[src/core/ccs_pkg.sv]
// Function
// - Full-step load-dependent speed mode forces the constant off-time chopper whatever mode is set.
// - An on phase is followed by a fast decay of programmed length unless the fast decay field is zero, not a hysteresis one.
// - The on phase is not timed and ends only when the current comparator reports the target reached.
// - With chopper mode select set, a 4-bit field sets fast decay; zero gives slow decay only.
// - With chopper mode select set, a 4-bit offset adds setting minus three to the sine wave magnitude.
// - A bit picks fast decay end: zero lets the comparator end it early, one ends it by timer only.
// - An 8-bit global scaler applies as value/256, with zero treated as 256.
// - A 5-bit current scale comes from run, hold or adaptive value and is readable by software.
// - Coil target is global/256 times sine/248 times (scale+1)/32 of full scale.
// - Run current, or the lower of adaptive and run when adaptive is enabled, scales the table while moving, hold current while standing still.
`default_nettype none
package ccs_pkg;

  // ****************************************
  // Clock and timing
  // ****************************************
  localparam int CLK_NS = 8;
  localparam int BLANK_NS = 800;
  localparam int FD_UNIT_NS = 256;
  localparam int SLOW_NS = 8000;
  localparam logic [10:0] BLANK_CYC = 11'((BLANK_NS + CLK_NS - 1) / CLK_NS);
  localparam logic [10:0] FD_UNIT_CYC = 11'((FD_UNIT_NS + CLK_NS - 1) / CLK_NS);
  localparam logic [10:0] SLOW_CYC = 11'((SLOW_NS + CLK_NS - 1) / CLK_NS);
  localparam logic [10:0] CNT_MAX = 11'h7FF;

  // ****************************************
  // Register map and fields
  // ****************************************
  localparam logic [3:0] OFS_CHOP = 4'h0;
  localparam logic [3:0] OFS_CURR = 4'h4;
  localparam logic [3:0] OFS_STAT = 4'h8;
  localparam logic [3:0] OFS_TGT = 4'hC;
  localparam int CHOP_FD_LSB = 0;
  localparam int CHOP_OFS_LSB = 4;
  localparam int CHOP_MODE_BIT = 8;
  localparam int CHOP_FDEND_BIT = 9;
  localparam int CHOP_FULLSTEP_BIT = 10;
  localparam int CHOP_EN_BIT = 11;
  localparam int CURR_RUN_LSB = 0;
  localparam int CURR_HOLD_LSB = 8;
  localparam int CURR_GS_LSB = 16;
  localparam int CURR_ADAPT_BIT = 24;
  localparam int STAT_CS_LSB = 0;
  localparam int STAT_PHASE_LSB = 8;
  localparam int STAT_STST_BIT = 12;
  localparam logic [31:0] CHOP_MASK = 32'h00000FFF;
  localparam logic [31:0] CURR_MASK = 32'h01FF1F1F;
  localparam logic [31:0] CHOP_RST = 32'h00000134;
  localparam logic [31:0] CURR_RST = 32'h0000101F;

  // ****************************************
  // Scaling constants
  // ****************************************
  localparam logic [3:0] OFFSET_ZERO = 4'h3;
  localparam logic [8:0] GS_FULL = 9'h100;
  localparam logic [8:0] TABLE_AMP = 9'h0F8;
  localparam logic [23:0] FULL_SCALE = 24'h1F0000;

  typedef enum logic [1:0] {
    CCS_IDLE = 2'b00,
    CCS_ON = 2'b01,
    CCS_FAST = 2'b10,
    CCS_SLOW = 2'b11
  } ccs_phase_t;

  // Zero means full scale
  function automatic logic [8:0] ccs_gs_full(input logic [7:0] g);
    return (g == 8'h00) ? GS_FULL : {1'b0, g};
  endfunction

endpackage
`default_nettype wire

[src/core/ccs_scale_if.sv]
`timescale 1ns/100ps
`default_nettype none
interface ccs_scale_if;
  logic mode_eff;
  logic [3:0] offset_field;
  logic signed [8:0] sine;
  logic [4:0] run_cur;
  logic [4:0] hold_cur;
  logic [4:0] adapt_cur;
  logic adapt_en;
  logic standstill;
  logic [7:0] gscale;
  logic [4:0] cs_used;
  logic [23:0] target;
  modport calc (
    input mode_eff, offset_field, sine, run_cur, hold_cur, adapt_cur, adapt_en, standstill, gscale,
    output cs_used, target
  );
  modport user (
    output mode_eff, offset_field, sine, run_cur, hold_cur, adapt_cur, adapt_en, standstill, gscale,
    input cs_used, target
  );
endinterface
`default_nettype wire

[src/core/ccs_sync.sv]
`timescale 1ns/100ps
`default_nettype none
module ccs_sync (
  input wire logic sys_clk,
  input wire logic srst,
  input wire logic [1:0] async_in,
  output logic [1:0] sync_out
);
  logic [1:0] meta;

  // Two stages; only the second stage reads the first
  always_ff @(posedge sys_clk)
  begin
    if (srst)
    begin
      meta <= 2'h0;
      sync_out <= 2'h0;
    end
    else
    begin
      meta <= async_in;
      sync_out <= meta;
    end
  end
endmodule
`default_nettype wire

[src/core/ccs_scale.sv]
`timescale 1ns/100ps
`default_nettype none
module ccs_scale (
  input wire logic sys_clk,
  input wire logic srst,
  ccs_scale_if.calc sc
);
  logic [8:0] mag;
  logic [8:0] amp;
  logic [8:0] gs;
  logic signed [4:0] ofs;
  logic signed [9:0] sum;
  logic [17:0] prod1;
  logic [5:0] cs1;
  logic [4:0] next_cs;
  logic [23:0] next_target;

  // Offset shifts magnitude; clamp keeps it from wrapping below zero
  always_comb
  begin
    mag = sc.sine[8] ? 9'(-sc.sine) : 9'(sc.sine);
    ofs = sc.mode_eff ? ($signed({1'b0, sc.offset_field}) - 5'sd3) : 5'sd0;
    sum = $signed({1'b0, mag}) + 10'(ofs);
    amp = sum[9] ? 9'h000 : sum[8:0];
    gs = ccs_pkg::ccs_gs_full(sc.gscale);
    if (sc.standstill)
      next_cs = sc.hold_cur;
    else if (sc.adapt_en)
      next_cs = (sc.adapt_cur < sc.run_cur) ? sc.adapt_cur : sc.run_cur;
    else
      next_cs = sc.run_cur;
    cs1 = {1'b0, next_cs} + 6'h01;
    prod1 = gs * amp;
    next_target = prod1 * cs1;
  end

  // Result registers; target is a raw product in which FULL_SCALE stands for full scale
  always_ff @(posedge sys_clk)
  begin
    if (srst)
    begin
      sc.cs_used <= 5'h00;
      sc.target <= 24'h000000;
    end
    else
    begin
      sc.cs_used <= next_cs;
      sc.target <= next_target;
    end
  end
endmodule
`default_nettype wire

[src/core/ccs_chopper.sv]
`timescale 1ns/100ps
`default_nettype none
module ccs_chopper (
  input wire logic sys_clk,
  input wire logic srst,
  input wire logic [3:0] avs_address,
  input wire logic avs_read,
  input wire logic avs_write,
  input wire logic [31:0] avs_writedata,
  input wire logic [3:0] avs_byteenable,
  output logic [31:0] avs_readdata,
  output logic avs_waitrequest,
  input wire logic chop_cmp_pin,
  input wire logic fd_cmp_pin,
  input wire logic signed [8:0] sine_table_value,
  input wire logic standstill,
  input wire logic [4:0] adaptive_scale,
  output logic bridge_on,
  output logic bridge_fast,
  output logic [4:0] current_scale,
  output logic [23:0] coil_target
);

  // ****************************************
  // Declarations
  // ****************************************
  logic [31:0] chop_cfg;
  logic [31:0] curr_cfg;
  logic [31:0] next_chop;
  logic [31:0] next_curr;
  logic [31:0] next_rdata;
  logic [31:0] rd_val;
  logic next_wait;
  logic cfg_wr;
  logic [1:0] cmp_sync;
  logic cmp_s;
  logic neg_s;
  ccs_pkg::ccs_phase_t phase;
  ccs_pkg::ccs_phase_t next_phase;
  logic [10:0] cnt;
  logic [10:0] next_cnt;
  logic [10:0] fd_len;
  logic next_on;
  logic next_fast;
  logic [3:0] fd;
  logic [3:0] offset_field;
  logic mode_sel;
  logic fd_end_time;
  logic fullstep;
  logic cfg_en;
  logic mode_eff;

  ccs_scale_if sc ();

  // Byte-lane merge used by both writable registers
  function automatic logic [31:0] ccs_be_merge(
    input logic [31:0] old_v,
    input logic [31:0] new_v,
    input logic [3:0] be
  );
    logic [31:0] r;
    r = old_v;
    for (int i = 0; i < 4; i++)
    begin
      if (be[i])
        r[8 * i +: 8] = new_v[8 * i +: 8];
    end
    return r;
  endfunction

  // ****************************************
  // Field decode
  // ****************************************
  assign fd = chop_cfg[ccs_pkg::CHOP_FD_LSB +: 4];
  assign offset_field = chop_cfg[ccs_pkg::CHOP_OFS_LSB +: 4];
  assign mode_sel = chop_cfg[ccs_pkg::CHOP_MODE_BIT];
  assign fd_end_time = chop_cfg[ccs_pkg::CHOP_FDEND_BIT];
  assign fullstep = chop_cfg[ccs_pkg::CHOP_FULLSTEP_BIT];
  assign cfg_en = chop_cfg[ccs_pkg::CHOP_EN_BIT];

  // Full-step load mode overrides the configured chopper mode
  assign mode_eff = cfg_en & (mode_sel | fullstep);

  // Longer field, longer fast decay, in whole cycle units
  assign fd_len = 11'(fd) * ccs_pkg::FD_UNIT_CYC;

  // ****************************************
  // Pin synchronisers
  // ****************************************
  ccs_sync u_sync (
    .sys_clk(sys_clk),
    .srst(srst),
    .async_in({fd_cmp_pin, chop_cmp_pin}),
    .sync_out(cmp_sync)
  );
  assign cmp_s = cmp_sync[0];
  assign neg_s = cmp_sync[1];

  // ****************************************
  // Current scaling chain
  // ****************************************
  assign sc.mode_eff = mode_eff;
  assign sc.offset_field = offset_field;
  assign sc.sine = sine_table_value;
  assign sc.run_cur = curr_cfg[ccs_pkg::CURR_RUN_LSB +: 5];
  assign sc.hold_cur = curr_cfg[ccs_pkg::CURR_HOLD_LSB +: 5];
  assign sc.adapt_cur = adaptive_scale;
  assign sc.adapt_en = curr_cfg[ccs_pkg::CURR_ADAPT_BIT];
  assign sc.standstill = standstill;
  assign sc.gscale = curr_cfg[ccs_pkg::CURR_GS_LSB +: 8];

  ccs_scale u_scale (
    .sys_clk(sys_clk),
    .srst(srst),
    .sc(sc)
  );

  // Both come from flops inside the scaler
  assign current_scale = sc.cs_used;
  assign coil_target = sc.target;

  // ****************************************
  // Avalon-MM slave
  // ****************************************
  // Write lands on the edge where the master sees waitrequest low
  assign cfg_wr = avs_write & ~avs_waitrequest;

  // Read mux; unmapped words read as zero
  always_comb
  begin
    rd_val = 32'h00000000;
    unique case (avs_address)
      ccs_pkg::OFS_CHOP: rd_val = chop_cfg;
      ccs_pkg::OFS_CURR: rd_val = curr_cfg;
      ccs_pkg::OFS_STAT:
      begin
        rd_val[ccs_pkg::STAT_CS_LSB +: 5] = sc.cs_used;
        rd_val[ccs_pkg::STAT_PHASE_LSB +: 2] = phase;
        rd_val[ccs_pkg::STAT_STST_BIT] = standstill;
      end
      ccs_pkg::OFS_TGT: rd_val = {8'h00, sc.target};
      default: rd_val = 32'h00000000;
    endcase
  end

  // One wait cycle per access, then ready for one cycle
  always_comb
  begin
    next_wait = 1'b1;
    next_rdata = avs_readdata;
    next_chop = chop_cfg;
    next_curr = curr_cfg;
    if ((avs_read | avs_write) && avs_waitrequest)
    begin
      next_wait = 1'b0;
      if (avs_read)
        next_rdata = rd_val;
    end
    if (cfg_wr)
    begin
      if (avs_address == ccs_pkg::OFS_CHOP)
        next_chop = ccs_be_merge(chop_cfg, avs_writedata, avs_byteenable) & ccs_pkg::CHOP_MASK;
      if (avs_address == ccs_pkg::OFS_CURR)
        next_curr = ccs_be_merge(curr_cfg, avs_writedata, avs_byteenable) & ccs_pkg::CURR_MASK;
    end
  end

  // Bus and configuration registers
  always_ff @(posedge sys_clk)
  begin
    if (srst)
    begin
      avs_waitrequest <= 1'b1;
      avs_readdata <= 32'h00000000;
      chop_cfg <= ccs_pkg::CHOP_RST;
      curr_cfg <= ccs_pkg::CURR_RST;
    end
    else
    begin
      avs_waitrequest <= next_wait;
      avs_readdata <= next_rdata;
      chop_cfg <= next_chop;
      curr_cfg <= next_curr;
    end
  end

  // ****************************************
  // Constant off-time chopper
  // ****************************************
  // Comparator is ignored for the blank time after each switch,
  // since bridge ringing would otherwise end phases at once
  always_comb
  begin
    next_phase = phase;
    next_cnt = (cnt == ccs_pkg::CNT_MAX) ? cnt : cnt + 11'h001;
    unique case (phase)
      ccs_pkg::CCS_IDLE:
      begin
        next_cnt = 11'h000;
        if (mode_eff)
          next_phase = ccs_pkg::CCS_ON;
      end
      ccs_pkg::CCS_ON:
      begin
        // No timeout: only the comparator ends the on phase
        if (cnt >= ccs_pkg::BLANK_CYC && cmp_s)
        begin
          next_cnt = 11'h000;
          next_phase = (fd == 4'h0) ? ccs_pkg::CCS_SLOW : ccs_pkg::CCS_FAST;
        end
      end
      ccs_pkg::CCS_FAST:
      begin
        if (cnt >= fd_len - 11'h001)
        begin
          next_cnt = 11'h000;
          next_phase = ccs_pkg::CCS_SLOW;
        end
        else if (!fd_end_time && cnt >= ccs_pkg::BLANK_CYC && neg_s)
        begin
          next_cnt = 11'h000;
          next_phase = ccs_pkg::CCS_SLOW;
        end
      end
      ccs_pkg::CCS_SLOW:
      begin
        if (cnt >= ccs_pkg::SLOW_CYC - 11'h001)
        begin
          next_cnt = 11'h000;
          next_phase = ccs_pkg::CCS_ON;
        end
      end
    endcase
    if (!mode_eff)
    begin
      next_phase = ccs_pkg::CCS_IDLE;
      next_cnt = 11'h000;
    end
    next_on = (next_phase == ccs_pkg::CCS_ON);
    next_fast = (next_phase == ccs_pkg::CCS_FAST);
  end

  // Bridge drive registered with the phase so they never disagree
  always_ff @(posedge sys_clk)
  begin
    if (srst)
    begin
      phase <= ccs_pkg::CCS_IDLE;
      cnt <= 11'h000;
      bridge_on <= 1'b0;
      bridge_fast <= 1'b0;
    end
    else
    begin
      phase <= next_phase;
      cnt <= next_cnt;
      bridge_on <= next_on;
      bridge_fast <= next_fast;
    end
  end
endmodule
`default_nettype wire

[config.mk]
export PLATFORM = sky130hd
export DESIGN_NAME = ccs_chopper
export DESIGN_NICKNAME = d
export VERILOG_FILES = /design/src/core/ccs_pkg.sv /design/src/core/ccs_scale_if.sv /design/src/core/ccs_sync.sv /design/src/core/ccs_scale.sv /design/src/core/ccs_chopper.sv
export SDC_FILE = /design/constraint.sdc
export NUM_CORES = 1
export LEC_CHECK = 0
export BUFFER_PORTS_ARGS = -buffer_cell sky130_fd_sc_hd__buf_2
export CAP_MARGIN = 20
export CELL_PAD_IN_SITES_DETAIL_PLACEMENT = 1
export CELL_PAD_IN_SITES_GLOBAL_PLACEMENT = 2
export CORE_MARGIN = 4
export CORE_UTILIZATION = 39
export CTS_CLUSTER_DIAMETER = 150
export DETAILED_ROUTE_END_ITERATION = 10
export PLACE_DENSITY_LB_ADDON = 0.1
export SKIP_LAST_GASP = 1
export SLEW_MARGIN = 30
export SYNTH_ARGS = -nofsm -noshare
export SYNTH_HDL_FRONTEND = slang
export SYNTH_SLANG_ARGS = --single-unit
[constraint.sdc]
create_clock -name sys_clk -period 27.3 [get_ports sys_clk]
set_clock_uncertainty 0.1 [all_clocks]
set_input_delay 5.46 -clock sys_clk [delete_from_list [all_inputs] [get_ports sys_clk]]
set_output_delay 5.46 -clock sys_clk [all_outputs]
set_load 0.1 [all_outputs]
# Yosys cells after proc, flatten, opt, wreduce, memory -nomap -nowiden
# Cells that the tools add are included.
# classes
n_lt_le_gt_ge	4
mul	2
mux	27
n_bitwise	6
reduce_logical	17
add_sub_neg	6
n_eq_ne	9
# ops
operator	count
11-bit 2-to-1 mux	5
11-bit one-hot mux with 4 select lines	1
9-bit 2-to-1 mux	3
18-bit by 6-bit multiplier with 24-bit output	1
12-bit one-hot mux with 2 select lines	1
5-bit 2-to-1 mux	4
5-bit one-hot mux with 4 select lines	1
9-bit by 9-bit multiplier with 18-bit output	1
3-bit AND reduction	6
2-bit one-hot mux with 4 select lines	2
11-bit by 1-bit adder with 11-bit output (second input constant)	1
11-bit == test (second input constant)	1
11-bit by 10-bit greater-or-equal comparator with 1-bit output (second input constant)	1
11-bit greater-or-equal comparator	1
11-bit by 7-bit greater-or-equal comparator with 1-bit output (second input constant)	1
10-bit by 5-bit adder with 10-bit output	1
2-bit 2-to-1 mux	5
9-bit by 1-bit subtractor with 10-bit output (second input constant)	1
9-bit negation	1
4-bit == test (second input constant)	2
4-bit logical NOT	2
8-bit logical NOT	1
5-bit by 1-bit adder with 6-bit output (second input constant)	1
2-bit == test (second input constant)	3
other kinds (16)	24
# totals
input_bits	61
regBits	112
output_inout_bits	64
word_cells	87

# Longest topological paths before layout
# Gate-level depths: netlist of the first run.
# depth
word_depth	8
ltp_mapped	45

# Hierarchy
# A second synthesis of the first run with hierarchy kept.
# unflattened
cells_unflattened	1374
hier_area_um2	11507.3
# by_module_without_submodules
module	instances	cells_each	seq_area_each_um2	area_each_um2
ccs_scale	1	977	580.6	8017.7
ccs_chopper	1	389	1441.4	3384.5
ccs_sync	1	8	80.1	105.1

# Worst setup path before layout of the first run
# No wires, ideal clock.
# synth_path
kind	in2reg
start	in sine_table_value[1]
end	reg u_scale.sc.target[23]
t_arrival_ns	14.647
t_required_ns	27.138
n_path_buf	1
path_slack_ns	12.491
path_stages	42
setup_time_ns	0.062
path_cell_list	inv_1 -> ha_1 -> nand2_1 -> or3_1 -> nand2_1 -> xnor2_1 -> ha_1 -> o21a_1 -> and3_1 -> a221oi_2 -> xor2_2 -> and2_0 -> buf_2 -> nand2_1 -> fa_1 -> inv_1 -> fa_1 -> inv_1 -> [6 not listed] -> a2111oi_2 -> o31ai_1 -> a31oi_1 -> xor2_1 -> nor2_1 -> fa_1 -> inv_1 -> fa_1 -> fa_1 -> inv_1 -> ha_1 -> nand4_1 -> nor3_1 -> nand2_1 -> nor3_1 -> nor3_1 -> or4_1 -> nand3_1
# synth_via
elab_chain_cells	6
# synth_lines
item	line	source
from (decl)	ccs_chopper.sv:15	input wire logic signed [8:0] sine_table_value,
9-bit negation	ccs_scale.sv:21	mag = sc.sine[8] ? 9'(-sc.sine) : 9'(sc.sine);
9-bit 2-to-1 mux *	ccs_scale.sv:21	
10-bit by 5-bit adder with 10-bit output *	ccs_scale.sv:23	sum = $signed({1'b0, mag}) + 10'(ofs);
9-bit 2-to-1 mux *	ccs_scale.sv:24	amp = sum[9] ? 9'h000 : sum[8:0];
9-bit by 9-bit multiplier with 18-bit output *	ccs_scale.sv:33	prod1 = gs * amp;
18-bit by 6-bit multiplier with 24-bit output *	ccs_scale.sv:34	next_target = prod1 * cs1;
to (signal assigned)	ccs_scale.sv:48	sc.target <= next_target;
to (decl)	ccs_scale_if.sv:17	output cs_used, target
# Mark *: on every way between the ends. The rest lies on a longest branch, timed or not.
# A chain may end at the register's enable or synchronous reset.

# Worst setup path after layout of the first run
# layout_path
start	in sine_table_value[0]
end	reg u_scale.sc.target[22]
# Same word-level chain as after synthesis.

==> out/results.tsv, run 1 <==
stage	metric	value	unit
worst_setup_path	crit path from	sine_table_value[0]	
power	Seq pwr share	29.3	%
floorplanning	starting density of the core	39.5	%
synth	fraction of registers with async set/reset	0	%
min_path	Hold Path Origin	u_sync.meta[1]	
clock_network	Hold Buf Count CTS	0	
placement	RePlAce Congestion	0.786	
clock_network	CTS tree	built	
floorplanning	core area	27800	um2
min_path	Hold Path Cell Cnt	1	
worst_setup_path	Largest stage delay, worst path	0.57	ns
drt	WL final	33600	um
timing	max-slew violation count	0	
placement	DP HPWL	27100	um
power	LEAKAGE	0.00602	uW
finish	Ant. Diodes	0	
worst_setup_path	crit-path leading delay family	adder cells	
floorplanning	die area	30900	um2
floorplanning	Die Ht	176	um
global_routing	grt ovf	0	
floorplanning	I/O pins	125	
synth	Post-synth EDFFs	0	
global_routing	Total GRT Usage	22.1	%
drt	DRC	0	
worst_setup_path	reg2reg end	u_scale.sc.target[22]	
clock_network	Num CTS Buffers	9	
timing	Slew HR	38.3	%
min_path	HP Class	flop to flop	
finish	share of layout cells above drive strength 1	11.3	%
global_routing	initial antenna violation count	2	
drt	1st-iter DRT viols	434	
timing	worst-margin pin slew	0.918	ns
timing	Hold Slack	0.352	ns
synth	synthesized flop and latch total	105	
finish	commonest cells after routing, fill and taps aside	inv_1 (173), nand2_1 (144), nor2_1 (127), fa_1 (116), buf_2 (107)	
floorplanning	Site Rows	61	
finish	Area Overhead vs Synth	10.5	%
power	Switch Pwr	265	uW
power	Pwr Density	47.9	nW/um2
finish	commonest non-fill, non-tap cell in the layout	inv_1	
worst_setup_path	CP Launch Type	input port	
worst_setup_path	cell mode on critical path	fa_1	
worst_setup_path	CP max FO	53	
drt	Vias/cell	5.24	
timing	final setup vio count	0	
drt	drt wl/cell	19.0	um
synth	Warnings, synthesis	0	
power	Pint	316	uW
synth	Mean Syn Cell Area	8.37	um2
worst_setup_path	Critical R2R Launch	chop_cfg[10]	
placement	Placed Area	11800	um2
drt	Via Count	9279	
power	Switching Share	45.6	%
clock_network	H-tree Lvls	3	
global_routing	largest net degree at the start of global routing	78	
worst_setup_path	Req. time, crit path	27.41	ns
timing	Final Hold Vio Count	0	
worst_setup_path	CP Capture Type	flop	
worst_setup_path	Bufs and invs on worst path	8	
finish	Final Instance Area	12100	um2
min_path	Hold Path Sink	u_sync.sync_out[1]	
synth	post-synthesis instance total	1311	
job	max_cap viols	0	
synth	Netlist Area Pre-Place	11000	um2
synth	Seq/Total Area, Yosys	19.1	%
worst_setup_path	Data arrival, critical path	16.24	ns
power	total power draw	581	uW
clock_network	Worst-Skew Late Latency	0.36	ns
floorplanning	die width	176	um
global_routing	first-pass GRT wire length	54700	um
synth	post-synth cell types	68	
timing	setup TNS	0	ns
worst_setup_path	critical-path cell with the highest stage delay	fa_1	
clock_network	TritonCTS Sinks	105	
worst_setup_path	R2R Setup Slk	15.74	ns
power	IR drop worst, VDD	0.0352	mV
worst_setup_path	R2R depth	39	
run_status	status	finished clean	
clock_network	Post-CTS Setup Repair Bufs	0	
timing	post-layout min period	16.13	ns
synth	Synth Flop Type	dfxtp_1	
drt	antenna viol nets, final	0	
clock_network	clk slew on worst S/H paths	0.07	ns
worst_setup_path	CP Class	input port to flop	
clock_network	CTS root buf	clkbuf_16	
timing	fin crit share	59.1	%
drt	Pre-Repair DR Iteration Count	5	
power	combinational power share	46.9	%
power	clock power share	23.8	%
placement	number of port buffers	107	
clock_network	deepest clock path buffer count	2	
timing	unrepaired setup endpoints after global routing	no	
finish	post-layout net count	1661	
global_routing	vias in the first global route	9851	
timing	FMAX	62.0	MHz
worst_setup_path	Worst path depth	41	
clock_network	post-CTS resize count	0	
-- flip-flops by register name (all words and copies together), names as in the netlist --
signal              cells
u_sync.sync_out         2
u_scale.sc.cs_used      5
phase                   2
u_scale.sc.target      24
bridge_on               1
chop_cfg               12
u_sync.meta             2
curr_cfg               19
avs_waitrequest         1
avs_readdata           25
bridge_fast             1
cnt                    11
-- cells in the mapped netlist, types with 3 or more instances --
master / n / area [um2]
a21oi_1: 63 / 315
o211ai_1: 4 / 30.0
buf_1: 5 / 18.8
mux4_2: 7 / 158
and2_1: 19 / 119
a211oi_1: 7 / 52.6
o21ai_2: 3 / 26.3
buf_4: 8 / 60.1
nor2_1: 127 / 477
o2111ai_1: 3 / 26.3
mux2i_1: 15 / 150
nand2_1: 145 / 544
buf_2: 8 / 40.0
and3_1: 62 / 388
xor2_1: 21 / 184
fa_1: 116 / 2320
nor2b_1: 12 / 75.1
o31ai_1: 7 / 52.6
ha_1: 96 / 1200
o21bai_1: 5 / 37.5
o21ai_0: 36 / 180
nor3_1: 20 / 100
a221oi_1: 10 / 87.6
xnor2_1: 36 / 315
inv_1: 173 / 649
or2_2: 4 / 25.0
a21o_1: 16 / 120
a22oi_1: 12 / 90.1
nand2b_1: 13 / 81.3
o21a_1: 10 / 75.1
clkbuf_1: 29 / 109
nand3_1: 52 / 260
a31oi_1: 6 / 37.5
dfxtp_1: 105 / 2100
nand4_1: 6 / 37.5
or4_1: 5 / 37.5
clkbuf_2: 4 / 20.0
-- worst reg2reg max path, delay by kind of cell (launching register included) --
| kind | cells | cell delay [ns] |
|---|---|---|
| flops | 1 | 0.34 |
| compound gates | 11 | 2.83 |
| simple gates | 9 | 1.82 |
| fa+ha+maj | 10 | 4.59 |
| buf+inv | 6 | 0.70 |
| xor+xnor | 3 | 1.02 |
-- cells by family after synthesis --
kind of cell             synth area share [%]
adder cells (fa/ha/maj)                  32.1
XOR/XNOR                                 4.70
flip-flops                               19.1
AO/OA/AOI/OAI                            11.7
other                                  0.0342
multiplexers                             3.03
AND/OR/NAND/NOR                          21.0
buffers and inverters                    8.34
-- layout make-up --
class / count / area (um2)
Clock inverter: 5 / 67.6
Timing Repair Buffer: 115 / 596
Fill cell: 3401 / 15700
Multi-Input combinational cell: 982 / 7990
Tap cell: 378 / 473
Clock buffer: 11 / 243
Sequential cell: 105 / 2100
Inverter: 175 / 657
-- power groups by stage --
stage	Clock [uW]	Combinational [uW]	Sequential [uW]
floorplan	0	146	228
global placement	0	273	173
detailed placement	0	275	173
CTS	142	277	170
global route	147	302	171
finish	138	272	170
-- how the worst max path moves through the flow --
stage	to
after global routing	u_scale.sc.target[22]
after floorplan	u_scale.sc.target[23]
final	u_scale.sc.target[22]
after detailed placement	u_scale.sc.target[22]
after CTS	u_scale.sc.target[22]
after global placement	u_scale.sc.target[22]
-- per-layer routing --
layer / track usage, % / vias up / routed length, um / part of all wire [%]
met4: 3.64 / 2 / 407 / 1.2
met3: 2.88 / 29 / 1220 / 3.6
met2: 36.0 / 142 / 15200 / 45
li1: - / 4476 / - / -
met1: 32.2 / 4630 / 16700 / 50
met5: 0 / - / 8 / 0.024
-- stage by stage --
| stage | util, % | cells | setup WS (ns) |
|---|---|---|---|
| after floorplan | - | 1317 | 12.49 |
| after global placement | 42.5 | 1754 | 10.83 |
| after detailed placement | 42.5 | 1754 | 10.74 |
| after CTS | 43.6 | 1770 | 11.07 |
| after global routing | 43.7 | 1771 | 10.29 |
| final | 43.7 | 1771 | 11.17 |
Power figures use the tool's default switching activity.
==> run 2: changes to the inputs <==
--- a/config.mk
+++ b/config.mk
@@ -10,7 +10,7 @@
 export CELL_PAD_IN_SITES_DETAIL_PLACEMENT = 1
 export CELL_PAD_IN_SITES_GLOBAL_PLACEMENT = 2
 export CORE_MARGIN = 4
-export CORE_UTILIZATION = 39
+export CORE_UTILIZATION = 33
 export CTS_CLUSTER_DIAMETER = 150
 export DETAILED_ROUTE_END_ITERATION = 10
 export PLACE_DENSITY_LB_ADDON = 0.1
==> constraint.sdc (replaced) <==
create_clock -name sys_clk -period 13.7 [get_ports sys_clk]
set_clock_uncertainty 0.1 [all_clocks]
set_input_delay 2.74 -clock sys_clk [delete_from_list [all_inputs] [get_ports sys_clk]]
set_output_delay 2.74 -clock sys_clk [all_outputs]
set_load 0.1 [all_outputs]
==> run 2 against run 1 <==
Against the previous run: design area increased by 2.1%; critical endpoint is now u_scale.sc.target[23]; via count increased by 0.74%; highest routed layer is now met4; non-clock buffer count increased by 20.
==> out/results.tsv, run 2 (synthesis gave the netlist of run 1 again) <==
stage	metric	value	unit	change
run_status	status	finished clean		
power	combinational power share	48.1	%	+1.2 points
worst_setup_path	crit-path leading delay family	adder cells		
finish	Area Overhead vs Synth	12.8	%	
finish	commonest cells after routing, fill and taps aside	inv_1 (173), nand2_1 (144), nor2_1 (127), fa_1 (116), buf_2 (108)		
worst_setup_path	crit path from	sine_table_value[0]		
clock_network	deepest clock path buffer count	2		unchanged
timing	worst-margin pin slew	0.876	ns	-0.0420 ns
finish	commonest non-fill, non-tap cell in the layout	inv_1		
global_routing	vias in the first global route	9964		+1.1%
finish	Ant. Diodes	0		unchanged
clock_network	CTS root buf	clkbuf_16		
global_routing	first-pass GRT wire length	56600	um	+3.5%
worst_setup_path	Setup crit end	u_scale.sc.target[23]		
power	Pint	642	uW	+100%
worst_setup_path	CP max FO	43		-19%
drt	Pre-Repair DR Iteration Count	5		unchanged
worst_setup_path	critical-path cell with the highest stage delay	fa_1		
finish	Largest regs	avs_readdata (25), u_scale.sc.target (24), curr_cfg (19)		
clock_network	clk slew on worst S/H paths	0.07	ns	about the same
floorplanning	I/O pins	125		unchanged
global_routing	met3 usage	1.87	%	-1.0 points
drt	drt wl/cell	18.7	um	-1.5%
global_routing	GRT met2 Usage	31.3	%	-4.7 points
placement	pre-CTS setup slack	0.209	ns	-10.53 ns
timing	max-slew violation count	0		unchanged
global_routing	initial antenna violation count	0		-2
drt	1st-iter DRT viols	480		+11%
global_routing	met1 usage	29.3	%	-2.9 points
timing	Slew HR	41.2	%	+2.8 points
drt	WL final	34600	um	+3.2%
clock_network	Num CTS Buffers	9		unchanged
worst_setup_path	CP Capture Type	flop		
timing	PnR worst setup slack	0.881	ns	-10.29 ns
timing	Hold Slack	0.356	ns	+0.00406 ns
timing	setup TNS	0	ns	unchanged
min_path	HP Class	flop to flop		
placement	DP HPWL	28300	um	+4.2%
power	LEAKAGE	0.00612	uW	+1.7%
floorplanning	Site Rows	66		+8.2%
worst_setup_path	Critical R2R Launch	chop_cfg[8]		
worst_setup_path	Worst path depth	42		+2.4%
power	Switching Share	45.6	%	about the same
worst_setup_path	R2R Setup Slk	2.67	ns	-13.07 ns
timing	unrepaired setup endpoints after global routing	no		
power	Switch Pwr	537	uW	+100%
finish	most flop-heavy register	avs_readdata		
clock_network	H-tree Lvls	3		unchanged
power	Pwr Density	95.2	nW/um2	+99%
drt	DRC	0		unchanged
worst_setup_path	reg2reg end	u_scale.sc.target[23]		
drt	antenna viol nets, final	0		unchanged
global_routing	gr busiest metal	met2		
floorplanning	core area	32700	um2	+18%
worst_setup_path	R2R depth	39		unchanged
finish	Final Instance Area	12400	um2	+2.1%
worst_setup_path	cell mode on critical path	fa_1		
worst_setup_path	CP Class	input port to flop		
timing	post-layout min period	12.82	ns	
clock_network	Worst-Skew Late Latency	0.36	ns	about the same
power	Seq pwr share	28.8	%	-0.5 points
placement	number of port buffers	107		unchanged
clock_network	CTS tree	built		
placement	Placed Area	12000	um2	+2.0%
power	clock power share	23.0	%	-0.8 points
worst_setup_path	Req. time, crit path	13.89	ns	-13.52 ns
power	IR drop worst, VDD	0.0846	mV	+140%
timing	final setup vio count	0		unchanged
job	max_cap viols	0		unchanged
finish	post-layout net count	1681		+1.2%
floorplanning	Die Ht	190	um	+8.3%
global_routing	Total GRT Usage	19.5	%	-2.6 points
worst_setup_path	CP Launch Type	input port		
clock_network	Hold Buf Count CTS	0		unchanged
worst_setup_path	Largest stage delay, worst path	0.57	ns	about the same
worst_setup_path	Bufs and invs on worst path	10		+2
drt	Via Count	9348		+0.74%
placement	RePlAce Congestion	0.795		+1.2%
finish	post-layout util	37.9	%	-5.8 points
floorplanning	die area	36200	um2	+17%
floorplanning	starting density of the core	33.6	%	-5.9 points
floorplanning	die width	190	um	+8.3%
worst_setup_path	Data arrival, critical path	13.01	ns	-3.23 ns
min_path	Hold Path Origin	avs_readdata[15]		
finish	fillers	4004		+18%
timing	fin crit share	93.6	%	
drt	Vias/cell	5.04		-3.8%
clock_network	TritonCTS Sinks	105		unchanged
finish	share of layout cells above drive strength 1	12.9	%	+1.5 points
global_routing	largest net degree at the start of global routing	78		unchanged
timing	Final Hold Vio Count	0		unchanged
finish	max reg flops	25		unchanged
timing	FMAX	78.0	MHz	
global_routing	grt ovf	0		unchanged
run 2: layer usage:
layer | vias to the layer above | wire length, um
li1 | 4508 | -
met1 | 4675 | 17900
met2 | 140 | 15400
met3 | 25 | 963
met4 | 0 | 325
met5 | - | 0
run 2: cell type report:
class | count | area, um2 | area share, %
clock inverters | 7 | 83.8 | 0.677
clock buffers | 9 | 225 | 1.82
inverters | 175 | 657 | 5.30
well taps | 442 | 553 | 4.46
flip-flops and latches | 105 | 2100 | 17.0
multi-input cells | 982 | 8010 | 64.7
repair buffers | 135 | 756 | 6.10
run 2: worst min-delay path by stage:
stage                         endpoint  slack, ns  depth (start not counted)
floorplan           u_sync.sync_out[0]       0.31                          1
CTS                   avs_readdata[14]       0.36                          2
global placement    u_sync.sync_out[1]       0.34                          1
detailed placement  u_sync.sync_out[1]       0.34                          1
finish                avs_readdata[15]       0.36                          2
global route        u_sync.sync_out[0]       0.38                          1
run 2: worst register-to-register path: cells and delay by family (launching register included):
| kind | cells | cell delay (ns) |
|---|---|---|
| flip-flops | 1 | 0.33 |
| adder cells (fa/ha/maj) | 10 | 4.78 |
| XOR/XNOR | 2 | 0.48 |
| buffers and inverters | 8 | 0.75 |
| AND/OR/NAND/NOR | 11 | 2.04 |
| AO/OA/AOI/OAI | 8 | 2.48 |
run 2: power by group through the flow:
| stage | combinational (uW) | sequential, uW | clock [uW] |
|---|---|---|---|
| 3_3_place_gp | 571 | 347 | 0 |
| 6_report | 568 | 340 | 272 |
| 5_1_grt | 633 | 342 | 293 |
| 3_5_place_dp | 574 | 347 | 0 |
| 4_1_cts | 578 | 340 | 280 |
| 2_1_floorplan | 290 | 454 | 0 |
run 2: what timing repair did:
| action | CTS | global route |
|---|---|---|
| setup buffers | 0 | 2 |
| endpoints found under the setup margin | 0 | 5 |
| gates resized for setup | 0 | 3 |
run 2: per-stage QoR:
| stage | cells | power [uW] |
|---|---|---|
| detailed placement | 1837 | 921 |
| CTS | 1853 | 1200 |
| global route | 1855 | 1270 |
| floorplan | 1317 | 744 |
| finish | 1855 | 1180 |
| global placement | 1836 | 918 |
==> run 3: changes to the inputs <==
--- a/config.mk
+++ b/config.mk
@@ -9,7 +9,6 @@
 export CAP_MARGIN = 20
 export CELL_PAD_IN_SITES_DETAIL_PLACEMENT = 1
 export CELL_PAD_IN_SITES_GLOBAL_PLACEMENT = 2
-export CORE_MARGIN = 4
 export CORE_UTILIZATION = 33
 export CTS_CLUSTER_DIAMETER = 150
 export DETAILED_ROUTE_END_ITERATION = 10
==> constraint.sdc (replaced) <==
create_clock -name sys_clk -period 10.9 [get_ports sys_clk]
set_clock_uncertainty 0.1 [all_clocks]
set_input_delay 1.09 -clock sys_clk [delete_from_list [all_inputs] [get_ports sys_clk]]
set_output_delay 1.09 -clock sys_clk [all_outputs]
set_load 0.1 [all_outputs]
==> run 3 against run 2 <==
Against the previous run: first-iteration DRC count shrank 28%; final cell count increased by 5.8%; power up 39%; combinational power is 59% higher; critical path type unchanged; largest cell class unchanged; highest routed layer unchanged.
==> out/results.tsv, run 3 (synthesis gave the netlist of run 1 again) <==
stage	metric	value	unit	change
run_status	status	finished clean		
drt	1st-iter DRT viols	344		-28%
drt	antenna viol nets, final	0		unchanged
clock_network	CTS root buf	clkbuf_16		
worst_setup_path	Setup crit end	u_scale.sc.target[23]		
finish	commonest cells after routing, fill and taps aside	inv_1 (173), nand2_1 (145), buf_4 (129), nor2_1 (123), fa_1 (116)		
finish	Final Instance Area	13400	um2	+8.5%
worst_setup_path	Req. time, crit path	11.09	ns	-2.80 ns
timing	max-slew violation count	0		unchanged
drt	Via Count	9692		+3.7%
finish	post-layout util	41.2	%	+3.3 points
worst_setup_path	Data arrival, critical path	10.67	ns	-2.34 ns
worst_setup_path	Critical R2R Launch	chop_cfg[8]		
power	IR drop worst, VDD	0.0967	mV	+14%
worst_setup_path	CP Class	input port to flop		
drt	WL final	35200	um	+1.6%
timing	setup TNS	0	ns	unchanged
drt	DRC	0		unchanged
worst_setup_path	CP Capture Type	flop		
finish	multi-input logic area	8240	um2	+2.9%
global_routing	Total GRT Usage	21.2	%	+1.7 points
timing	unrepaired setup endpoints after global routing	yes		
finish	Area Overhead vs Synth	22.4	%	
timing	Slew HR	47.7	%	+6.5 points
worst_setup_path	critical-path cell with the highest stage delay	fa_1		
placement	number of port buffers	107		unchanged
min_path	HP Class	flop to flop		
placement	Placed Area	12800	um2	+6.5%
floorplanning	die width	184	um	-3.2%
clock_network	clk slew on worst S/H paths	0.07	ns	about the same
finish	max reg flops	25		unchanged
floorplanning	starting density of the core	33.7	%	+0.085 points
finish	Final Non-Filler Cells	1963		+5.8%
clock_network	Worst-Skew Late Latency	0.36	ns	about the same
clock_network	deepest clock path buffer count	2		unchanged
placement	DP HPWL	29000	um	+2.5%
clock_network	Num CTS Buffers	9		unchanged
drt	Pre-Repair DR Iteration Count	5		unchanged
global_routing	initial antenna violation count	1		+1
power	Pwr Density	122	nW/um2	+28%
worst_setup_path	Largest stage delay, worst path	0.55	ns	-0.02 ns
clock_network	TritonCTS Sinks	105		unchanged
clock_network	H-tree Lvls	3		unchanged
placement	RePlAce Congestion	0.801		+0.73%
timing	post-layout min period	10.48	ns	
drt	drt wl/cell	17.9	um	-4.0%
floorplanning	core area	32600	um2	-0.25%
floorplanning	Site Rows	66		unchanged
timing	worst-margin pin slew	0.779	ns	-0.0971 ns
timing	final setup vio count	0		unchanged
timing	fin crit share	96.1	%	
finish	commonest non-fill, non-tap cell in the layout	inv_1		
finish	most flop-heavy register	avs_readdata		
finish	fillers	3936		-1.7%
floorplanning	I/O pins	125		unchanged
worst_setup_path	R2R Setup Slk	0.82	ns	-1.85 ns
worst_setup_path	CP Launch Type	input port		
timing	Hold Slack	0.352	ns	-0.00420 ns
worst_setup_path	CP max FO	12		-72%
timing	Final Hold Vio Count	0		unchanged
global_routing	first-pass GRT wire length	55500	um	-1.9%
finish	share of layout cells above drive strength 1	21.3	%	+8.4 points
finish	Ant. Diodes	0		unchanged
worst_setup_path	crit path from	sine_table_value[0]		
drt	Vias/cell	4.94		-2.0%
floorplanning	Die Ht	184	um	-3.2%
finish	Largest regs	avs_readdata (25), u_scale.sc.target (24), curr_cfg (19)		
global_routing	grt ovf	0		unchanged
worst_setup_path	R2R depth	42		+7.7%
global_routing	vias in the first global route	9959		-0.050%
clock_network	CTS tree	built		
placement	Inst Count DP	1942		+5.7%
finish	post-layout net count	1789		+6.4%
job	max_cap viols	0		unchanged
timing	FMAX	95.4	MHz	
worst_setup_path	reg2reg end	u_scale.sc.target[23]		
finish	Seq. cell area	2100	um2	unchanged
floorplanning	die area	34000	um2	-6.2%
global_routing	largest net degree at the start of global routing	61		-22%
power	LEAKAGE	0.00671	uW	+9.6%
run 3: cell types whose count changed in the layout (fill, tap and decap cells not counted), moves of 5 or more:
cell,before,now
ha_4,0,6
o21ai_0,36,31
buf_4,26,129
and2_4,0,5
ha_1,96,89
run 3: worst min-delay path by stage:
| stage | slack [ns] | depth (start not counted) | endpoint | from |
|---|---|---|---|---|
| after global routing | 0.37 | 1 | u_sync.sync_out[1] | u_sync.meta[1] |
| after detailed placement | 0.34 | 1 | u_sync.sync_out[0] | u_sync.meta[0] |
| after global placement | 0.34 | 1 | u_sync.sync_out[0] | u_sync.meta[0] |
| final | 0.35 | 1 | u_sync.sync_out[0] | u_sync.meta[0] |
| after CTS | 0.35 | 1 | u_sync.sync_out[0] | u_sync.meta[0] |
| after floorplan | 0.31 | 1 | u_sync.sync_out[0] | u_sync.meta[0] |
run 3: final cells by class:
cell class,instances,share of cell area (%)
clock buffers,11,1.81
clock inverters,5,0.289
inverters,175,4.89
multi-input cells,982,61.3
flip-flops and latches,105,15.6
well taps,442,4.11
repair buffers,243,12.0
run 3: stage by stage:
stage               power (uW)  setup WS [ns]
CTS                       1610         0.0109
global placement          1280         -0.433
global route              1750        -0.0575
detailed placement        1290         -0.533
floorplan                  935          0.461
finish                    1640          0.422
run 3: worst max-delay path: cells and delay by family:
kind	cells	cell delay, ns
AO/OA/AOI/OAI	5	1.12
XOR/XNOR	3	0.50
AND/OR/NAND/NOR	13	2.16
buffers and inverters	12	1.13
adder cells (fa/ha/maj)	11	4.65
run 3: report_power, final:
group / internal, uW / total [uW] / switching, uW
clock network: 163 / 314 / 150
logic: 356 / 901 / 544
registers: 406 / 427 / 21.1
total: 926 / 1640 / 716
run 3: layer usage:
metal	up-vias	part of all wire [%]	wire [um]	global-route usage [%]
met3	17	3.3	1150	2.19
met4	0	0.82	289	2.63
met2	150	45	15800	33.7
met5	-	0	0	0
met1	4803	51	17900	31.5
li1	4722	-	-	-
run 3: what timing repair did:
action	CTS	global route
hold buffers	0	0
gates cloned	0	1
buffers inserted	1	2
pin swaps	4	31
resized for setup	4	57
setup endpoints to repair	7	12
